File: src/hw/mfsb_pkg.sv
// Constants, field layout and state type of the module flag status bank.
package mfsb_pkg;

   // ----------------------------------------------------------------
   // Address map of the lower page region served by this bank
   // ----------------------------------------------------------------
   localparam int            ADDR_W                     = 7;
   localparam logic [6:0]    ADDR_STATUS_RESERVED       = 7'h01;
   localparam logic [6:0]    ADDR_MODULE_STATUS         = 7'h02;
   localparam logic [6:0]    ADDR_LOS_FLAGS             = 7'h03;
   localparam logic [6:0]    ADDR_TX_FAULT_FLAGS        = 7'h04;
   localparam logic [6:0]    ADDR_CHANNEL_STATUS_RSVD   = 7'h05;
   localparam logic [6:0]    ADDR_TEMPERATURE_FLAGS     = 7'h06;
   localparam logic [6:0]    ADDR_SUPPLY_VOLTAGE_FLAGS  = 7'h07;
   localparam logic [6:0]    ADDR_MODULE_FLAGS_RSVD     = 7'h08;
   localparam logic [6:0]    ADDR_RX_POWER_FLAGS_CH12   = 7'h09;
   localparam logic [6:0]    ADDR_RX_POWER_FLAGS_CH34   = 7'h0A;
   localparam logic [6:0]    ADDR_TX_BIAS_FLAGS_CH12    = 7'h0B;
   localparam logic [6:0]    ADDR_TX_BIAS_FLAGS_CH34    = 7'h0C;
   localparam logic [6:0]    ADDR_TX_POWER_FLAGS_CH12   = 7'h0D;
   localparam logic [6:0]    ADDR_TX_POWER_FLAGS_CH34   = 7'h0E;
   localparam logic [6:0]    ADDR_MON_FLAGS_SET4_RSVD   = 7'h0F;
   localparam logic [6:0]    ADDR_MON_FLAGS_SET5_RSVD   = 7'h11;
   localparam logic [6:0]    ADDR_MON_FLAGS_SET6_RSVD   = 7'h13;
   localparam logic [6:0]    ADDR_FLAG_FIELD_TAIL_RSVD  = 7'h15;

   // The implemented flag bytes run from the first flag byte upward.
   localparam logic [6:0]    ADDR_FLAG_FIRST            = 7'h03;
   localparam logic [6:0]    ADDR_FLAG_LAST             = 7'h15;
   localparam int            FLAG_BYTES                 = 12;

   // ----------------------------------------------------------------
   // Field positions in the module status byte
   // ----------------------------------------------------------------
   localparam int            STATUS_INT_PIN_BIT         = 1;
   localparam int            STATUS_DATA_NOT_READY_BIT  = 0;

   // ----------------------------------------------------------------
   // Implemented bits per flag byte, index 0 is the first flag byte
   // ----------------------------------------------------------------
   localparam logic [11:0][7:0] FLAG_IMPL_MASK = {
      8'hFF, 8'hFF, 8'hFF, 8'hFF, 8'hFF, 8'hFF,
      8'h00, 8'hF0, 8'hF0, 8'h00, 8'h0F, 8'h0F
   };

   // ----------------------------------------------------------------
   // State of the bank
   // ----------------------------------------------------------------
   typedef struct packed {
      logic [11:0][7:0] fb;        // Latched flag bytes 3 to 14.
      logic             dnr;       // Monitor data not ready.
      logic             irq;       // Any latched flag set.
      logic [7:0]       rd_data;   // Byte returned to the engine.
      logic             rd_valid;  // Read data strobe.
      logic             mrst_meta; // Module reset pin, first stage.
      logic             mrst_sync; // Module reset pin, second stage.
   } mfsb_state_type;

   localparam logic             RESET_DNR      = 1'b1;
   localparam logic [7:0]       RESET_RD_DATA  = 8'h00;
   localparam mfsb_state_type   STATE_RESET    = '{
      fb:        '0,
      dnr:       RESET_DNR,
      irq:       1'b0,
      rd_data:   RESET_RD_DATA,
      rd_valid:  1'b0,
      mrst_meta: 1'b0,
      mrst_sync: 1'b0
   };

endpackage

File: src/hw/mfsb_flag_bank.sv
// Status and latched flag bank of a four channel transceiver module.
`timescale 1ns/10ps

module mfsb_flag_bank
   import mfsb_pkg::*;
(
   input  wire logic        clk,                    // 100 MHz clock.
   input  wire logic        resetn,                 // Async reset, low.
   input  wire logic        ce,                     // Clock enable.
   input  wire logic        module_reset_n,         // Module reset pin.
   input  wire logic        rd_en,                  // Byte read strobe.
   input  wire logic [6:0]  rd_addr,                // Byte address.
   output logic       [7:0] rd_data,                // Byte read back.
   output logic             rd_valid,               // Read data strobe.
   input  wire logic        monitor_data_ready,     // Monitors valid.
   input  wire logic [3:0]  rx_signal_loss,         // Rx loss, ch4..1.
   input  wire logic [3:0]  tx_fault,               // Tx fault, ch4..1.
   input  wire logic [3:0]  temperature_cond,       // HA,LA,HW,LW.
   input  wire logic [3:0]  supply_voltage_cond,    // HA,LA,HW,LW.
   input  wire logic [15:0] rx_power_cond,          // Ch1 nibble on top.
   input  wire logic [15:0] tx_bias_cond,           // Ch1 nibble on top.
   input  wire logic [15:0] tx_power_cond,          // Ch1 nibble on top.
   output logic             module_interrupt_out_n  // Interrupt, low.
);

   // ----------------------------------------------------------------
   // Helpers
   // ----------------------------------------------------------------
   function automatic logic in_flag_bytes(input logic [6:0] a);
      in_flag_bytes = (a >= ADDR_FLAG_FIRST) &&
                      (a <= ADDR_TX_POWER_FLAGS_CH34);
   endfunction

   function automatic logic [3:0] flag_index(input logic [6:0] a);
      logic [6:0] diff;
      diff = a - ADDR_FLAG_FIRST;
      flag_index = diff[3:0];
   endfunction

   // Reserved bytes and addresses outside the bank read as zero.
   function automatic logic [7:0] read_byte(input mfsb_state_type s,
                                            input logic [6:0]    a);
      logic [7:0] b;
      b = 8'h00;
      if (a == ADDR_MODULE_STATUS) begin
         b[STATUS_INT_PIN_BIT]        = ~s.irq;
         b[STATUS_DATA_NOT_READY_BIT] = s.dnr;
      end else if (in_flag_bytes(a)) begin
         b = s.fb[flag_index(a)] & FLAG_IMPL_MASK[flag_index(a)];
      end
      read_byte = b;
   endfunction

   // ----------------------------------------------------------------
   // Reset release
   // ----------------------------------------------------------------
   logic rst_meta_q;
   logic rst_n_q;

   always_ff @(posedge clk or negedge resetn) begin
      if (!resetn) begin
         rst_meta_q <= 1'b0;
         rst_n_q    <= 1'b0;
      end else if (ce) begin
         rst_meta_q <= 1'b1;
         rst_n_q    <= rst_meta_q;
      end
   end

   // ----------------------------------------------------------------
   // Flag latching and read clearing
   // ----------------------------------------------------------------
   mfsb_state_type q;
   mfsb_state_type d;

   always_comb begin
      logic [11:0][7:0] set_v;
      logic [11:0][7:0] clr_v;
      set_v = '0;
      clr_v = '0;
      d     = q;

      // The pin is asynchronous to clk, so only the second stage is used.
      d.mrst_meta = module_reset_n;
      d.mrst_sync = q.mrst_meta;

      set_v[0]  = {4'h0, rx_signal_loss};
      set_v[1]  = {4'h0, tx_fault};
      set_v[3]  = {temperature_cond, 4'h0};
      set_v[4]  = {supply_voltage_cond, 4'h0};
      set_v[6]  = rx_power_cond[15:8];
      set_v[7]  = rx_power_cond[7:0];
      set_v[8]  = tx_bias_cond[15:8];
      set_v[9]  = tx_bias_cond[7:0];
      set_v[10] = tx_power_cond[15:8];
      set_v[11] = tx_power_cond[7:0];

      // A read clears only the byte it covers, after the value is taken.
      if (rd_en && in_flag_bytes(rd_addr)) begin
         clr_v[flag_index(rd_addr)] = 8'hFF;
      end

      for (int i = 0; i < FLAG_BYTES; i++) begin
         // A condition present during the clearing read keeps its flag.
         d.fb[i] = ((q.fb[i] & ~clr_v[i]) | set_v[i])
                   & FLAG_IMPL_MASK[i];
      end

      // Module reset dominates, even over a live condition.
      if (!q.mrst_sync) begin
         d.fb = '0;
      end

      if (monitor_data_ready) begin
         d.dnr = 1'b0;
      end

      d.irq      = |d.fb;
      d.rd_valid = rd_en;
      if (rd_en) begin
         d.rd_data = read_byte(q, rd_addr);
      end
   end

   always_ff @(posedge clk or negedge rst_n_q) begin
      if (!rst_n_q) begin
         q <= STATE_RESET;
      end else if (ce) begin
         q <= d;
      end
   end

   assign rd_data                = q.rd_data;
   assign rd_valid               = q.rd_valid;
   assign module_interrupt_out_n = ~q.irq;
endmodule

File: config.mk
export PLATFORM = sky130hd
export DESIGN_NAME = mfsb_flag_bank
export DESIGN_NICKNAME = d
export VERILOG_FILES = /design/src/hw/mfsb_pkg.sv /design/src/hw/mfsb_flag_bank.sv
export SDC_FILE = /design/constraint.sdc
export NUM_CORES = 1
export LEC_CHECK = 0
export ABC_CLOCK_PERIOD_IN_PS = 3400
export BUFFER_PORTS_ARGS = -buffer_cell sky130_fd_sc_hd__buf_2
export CAP_MARGIN = 20
export CORE_ASPECT_RATIO = 0.9
export CORE_MARGIN = 1.5
export CORE_UTILIZATION = 34
export CTS_CLUSTER_DIAMETER = 30
export DETAILED_ROUTE_END_ITERATION = 10
export SETUP_SLACK_MARGIN = 0.4
export SLEW_MARGIN = 20
export SYNTH_ARGS = -nofsm -noshare
export SYNTH_HDL_FRONTEND = slang
export SYNTH_SLANG_ARGS = --single-unit
File: constraint.sdc
create_clock -name clk -period 3.4 [get_ports clk]
set_input_delay 0.17 -clock clk [delete_from_list [all_inputs] [get_ports clk]]
set_output_delay 0.17 -clock clk [all_outputs]
set_load 0.02 [all_outputs]
### Word level (Yosys, flattened, before mapping)

Memories as Yosys holds them, arrays and structs flattened.
Index checks and enable logic that the tools add are counted.

* flip-flop bits (word level): 111
* memory bits (read-only): 128
* output and inout port bits: 10
* memories kept: 1

Memories
* (name not given): depth 16, width 8, rd ports 1, clocked after memory_dff 0, write ports 0, line mfsb_flag_bank.sv:49 `b = s.fb[flag_index(a)] & FLAG_IMPL_MASK[flag_index(a)];`

* $add $sub $neg: 1
* $lt $le $gt $ge: 4
* equal/unequal tests: 1
* mux-type cells: 10
* bitwise logic cells: 32
* reduce and logical (&&, ||, !) cells: 6

Operators by type and width (count)
* $mux 96: 2
* $reduce_or 96->1: 1
* $and 8x8->8: 9
* $not 8->8: 8
* $or 8x8->8: 8
* $bmux 8 s4: 1
* $demux 8 s4: 1
* $mux 8: 4
* $and 4x4->4: 2
* $not 4->4: 2
* $or 4x4->4: 2
* $eq 7x2->1 const B: 1
* $ge 7x2->1 const B: 1
* $le 7x4->1 const B: 1
* $mux 6: 1
* $lt 4x5->1 const B: 1
* $ge 4x1->1 const B: 1
* $reduce_and 2->1: 2
* $sub 4x2->4 const B: 1
* $logic_and 1x1->1: 3
* $mux 2: 1
* $not 1->1: 1

### Longest topological paths before layout

* depth in word-level cells: 11
* gate-level depth with buffers: 11
* depth with buffers taken out: 8

### Worst setup path before layout

Ideal clock, no wire load.

* path type: register to register
* from: reg rst_n_q (netlist name)
* to: reg rst_n_q
* library setup time: 78 ps
* arrival: 2349 ps
* setup slack: 973 ps
* stages on the path, launching flop included: 2
* buffers on the path: 0
* clock period less this slack: 2427 ps
* path through: dfrtp_1 -> mux2_2

RTL lines
* end signal, assigned: line mfsb_flag_bank.sv:66 `rst_n_q <= rst_meta_q;`
* end, declared: line mfsb_flag_bank.sv:58 `logic rst_n_q;`

### Worst setup path after layout

* from: in rd_addr[1]
* to: reg q[11] in the netlist's numbering

* word-level cells in the longest chain between the ends: 11
* elaborated cells between the ends (all ways): 43

Ends and longest elaborated chain
* start, declared: line mfsb_flag_bank.sv:12 `input wire logic [6:0] rd_addr,`
* $sub 4x2->4: line mfsb_flag_bank.sv:36 `diff = a - ADDR_FLAG_FIRST;`
* $lt 4x5->1 (not written as such) or $ge 4x1->1 (tied branches): line mfsb_flag_bank.sv:100 `clr_v[flag_index(rd_addr)] = 8'hFF;`
* $logic_and 1x1->1 (not written as such): line mfsb_flag_bank.sv:100
* $mux 8 (not written as such): line mfsb_flag_bank.sv:100
* $demux 8 s4: line mfsb_flag_bank.sv:100
* $mux 96 (*): line mfsb_flag_bank.sv:99 `if (rd_en && in_flag_bytes(rd_addr)) begin`
* $not 4->4 or $not 8->8 (tied branches): line mfsb_flag_bank.sv:105 `d.fb[i] = ((q.fb[i] & ~clr_v[i]) | set_v[i])`
* $and 4x4->4 or $and 8x8->8 (tied branches): line mfsb_flag_bank.sv:105
* $or 4x4->4 or $or 8x8->8 (tied branches): line mfsb_flag_bank.sv:105
* $mux 96 (*): line mfsb_flag_bank.sv:110 `if (!q.mrst_sync) begin`
* $reduce_or 96->1 (*): line mfsb_flag_bank.sv:118 `d.irq = |d.fb;`
* end signal, assigned: line mfsb_flag_bank.sv:127 `q <= STATE_RESET;`
* end signal, assigned: line mfsb_flag_bank.sv:129 `q <= d;`
* end, declared: line mfsb_flag_bank.sv:73 `mfsb_state_type q;`

Every way passes the cells marked *; elsewhere a longest branch is shown, timed or not.
A chain may end at the register's enable or synchronous reset.

==> parameters.txt <==
Parameter                              Value

Logic synthesis
  Area leader, netlist ... dfrtp_1
  Leading cell type by number of instances after synthesis ... dfrtp_1
  Per-instance average area after synthesis ... 9.61 sq um
  Fraction of registers with async set/reset ... 1.00
  Synthesized area ... 0.00479 sq mm
  Seq/Total Area, Yosys ... 0.413
  Top flip-flop cell by instance count after synthesis ... dfrtp_1
  Cell count after synthesis ... 498
  Synthesized net count ... 581
  Most area-consuming cells after synthesis ... dfrtp_1 (41%), a22oi_1 (10%), o22ai_1 (8.8%)
  Yosys reg bits ... 79
  Unique masters post-synth ... 55
  Yosys top cell area share ... 0.408
  Leading cell types by count after synthesis ... dfrtp_1 (78), inv_1 (69), o22ai_1 (67), a22oi_1 (65), clkbuf_1 (21)
  Number of warnings issued by yosys ... 0
  Number of enable flip-flop cells after synthesis ... 0

Placement
  Post-placement setup slack ... 0.868 ns
  Gpl congestion ... 0.921
  Post-DP HPWL ... 11.5 mm
  Number of placed cells counting well taps ... 742
  Quantity of I/O buffers inserted on ports ... 86

Global routing
  Initial antenna violation count ... 0
  Global-route wire length before repair ... 24.3 mm
  Vias in the first global route ... 4,240
  Overall routing resource usage ... 0.218
  Largest net degree at the start of global routing ... 72
  Congestion Overflow GR ... 0

Flow run
  Max Cap Violations ... 0

STA
  Maximum clock frequency ... 443 MHz
  Setup ws final ... 1.14 ns
  Setup TNS ... 0 ns
  Count of pins over their slew limit ... 0
  Worst setup skew after layout ... 0.00592 ns
  Post-route worst hold slack ... 0.0594 ns
  Worst rel slew slack ... 0.396
  Period Utilization, post-route ... 0.663
  Final number of setup-violating endpoints ... 0
  Tightest Pin Transition ... 0.906 ns
  Clock period minus final worst setup slack ... 2.26 ns
  RSZ-0062 raised after global routing ... no
  Number of endpoints with negative hold slack in the final report ... 0

Worst hold path
  Source of the worst hold timing path ... module_reset_n
  Worst Hold Path Cells ... 2
  Path class of the lowest-slack min-delay path ... in2reg
  Endpoint of the worst hold path ... d[0]

Worst setup path
  Path depth of the worst reg2reg path ... 6
  Endpoint of the worst register-to-register path ... q[11]
  Critical-path top delay cell ... o21bai_1
  CP required ... 3.62 ns
  Number of buffer and inverter instances along the worst setup path ... 2
  CP startpoint ... rd_addr[1]
  CP arrival ... 2.48 ns
  Critical Path, Cell by Cell ... buf_2, ha_1, xor2_1, buf_4, nand3_1, o21bai_1, a22o_1, nor4b_1, a21oi_1
  R2r setup slk ... 1.43 ns
  Reg-to-reg critical path startpoint ... q[52]
  Kind of end point of the critical path ... flip-flop
  Highest cell delay on the worst timing path ... 0.38 ns
  Top delay family on crit path ... compound AO/OA/AOI/OAI gates
  Critical Setup Path Class ... in2reg
  Highest net fanout along the worst path ... 23
  Category of the worst setup path launch point ... input port

Layout
  Number of standard cells in the final layout excluding fillers ... 760
  Share of layout cells above drive strength 1 ... 0.243
  Nets@finish ... 649
  Antenna Diode Count ... 0
  Layout overhead on the synthesized area ... 18.7%

Routing
  Routed wire length per instance ... 20.3 um
  Vias post-DR ... 4,445
  Number of nets with antenna violations after detailed routing ... 0
  Average vias per placed instance ... 5.85
  Detailed-route DRC error count ... 0
  Pre-Repair DR Iteration Count ... 5
  Post-Route WL ... 15.4 mm
  Initial detailed-routing violation count ... 404

Clock tree
  Number of instances resized during post-cts repair ... 0
  # H-tree levels ... 3
  Total of hold buffers inserted after clock tree synthesis ... 2
  CTS tree ... built
  Buffer type at the clock tree root ... clkbuf_16
  Clock transition at the register clock pins on the worst setup and hold paths after CTS ... 0.06 ns
  CTS sink count ... 79
  Clk Latency, worst-skew pair ... 0.35 ns
  Post-CTS setup buffer count ... 0
  Maximum buffer depth of the clock tree ... 2
  TritonCTS Buffers ... 9

Floorplan
  Die Footprint ... 0.0148 sq mm
  Starting Density ... 0.353
  Die width ... 128 um
  Placeable core region ... 0.0136 sq mm
  Placement Rows ... 40
  Die H ... 116 um
  Ports ... 87

Power and ir drop
  Pwr per Cell Area ... 562 mW/mm^2
  Leak pwr ... 2.48 nW
  Total power ... 3.19 mW
  Peak VDD IR ... 0.261 mV

Run status
  Outcome ... finished clean
-- report_power, final --
group	total (mW)	switching [mW]	leakage, nW	internal (mW)
Sequential	1.32	0.210	0.949	1.12
Clock	1.14	0.403	0.170	0.739
Combinational	0.726	0.389	1.36	0.337
-- through the flow --
| step | util | instance area (sq um) |
|---|---|---|
| floorplan | - | 4790 |
| global placement | 0.392 | 5320 |
| detailed placement | 0.392 | 5320 |
| CTS | 0.419 | 5680 |
| global route | 0.419 | 5680 |
| finish | 0.419 | 5680 |
-- registers in the layout, summed over array words and instances, names as in the netlist --
| signal | count |
|---|---|
| rd_valid | 1 |
| d | 1 |
| rst_meta_q | 1 |
| rd_data | 8 |
| q | 67 |
| rst_n_q | 1 |
-- how the worst max path moves through the flow --
stage,endpoint,cells after the start
detailed placement,q[11],9
CTS,q[11],9
global route,q[11],9
finish,q[11],9
floorplan,rst_n_q,1
global placement,q[11],9
-- kinds of logic after synthesis --
family | share of synthesized area
adders and majority gates | 0.0157
DFF | 0.413
AOI/OAI and AO/OA | 0.274
buffers and inverters | 0.100
muxes | 0.0742
and+or+nand+nor | 0.109
xor gates and xnor gates | 0.0131
-- placed cells by master (no fill, tap or decap), types with 3 or more instances in the layout --
cell,netlist,routed
buf_4,10,11
nor2_1,4,4
nand4_1,7,7
a22oi_1,65,65
nor4_1,19,19
bufinv_16,0,3
buf_2,3,85
a21oi_1,7,7
ha_1,6,6
nor3_1,7,7
or2_2,3,3
dfrtp_1,78,77
mux2i_1,13,13
nand3_1,20,20
o22ai_1,67,67
inv_1,69,69
clkbuf_16,0,9
mux4_2,8,8
o21ai_0,16,16
nand2_1,12,12
o22a_1,3,3
mux2_2,4,4
a22o_1,8,8
-- metal layers --
layer	wire, um	share of wire	global-route usage
met5	0	0	0
met1	7100	0.46	0.303
met2	6920	0.45	0.335
met4	398	0.026	0.0764
met3	1020	0.066	0.0536
-- cell type report --
class	instances	area [sq um]
clock buffers	11	243
clock inverters	5	104
fillers	1322	7880
inverters	70	264
multi-input cells	308	2330
flip-flops and latches	79	1980
well taps	189	236
repair buffers	98	528
Power figures use the tool's default switching activity.
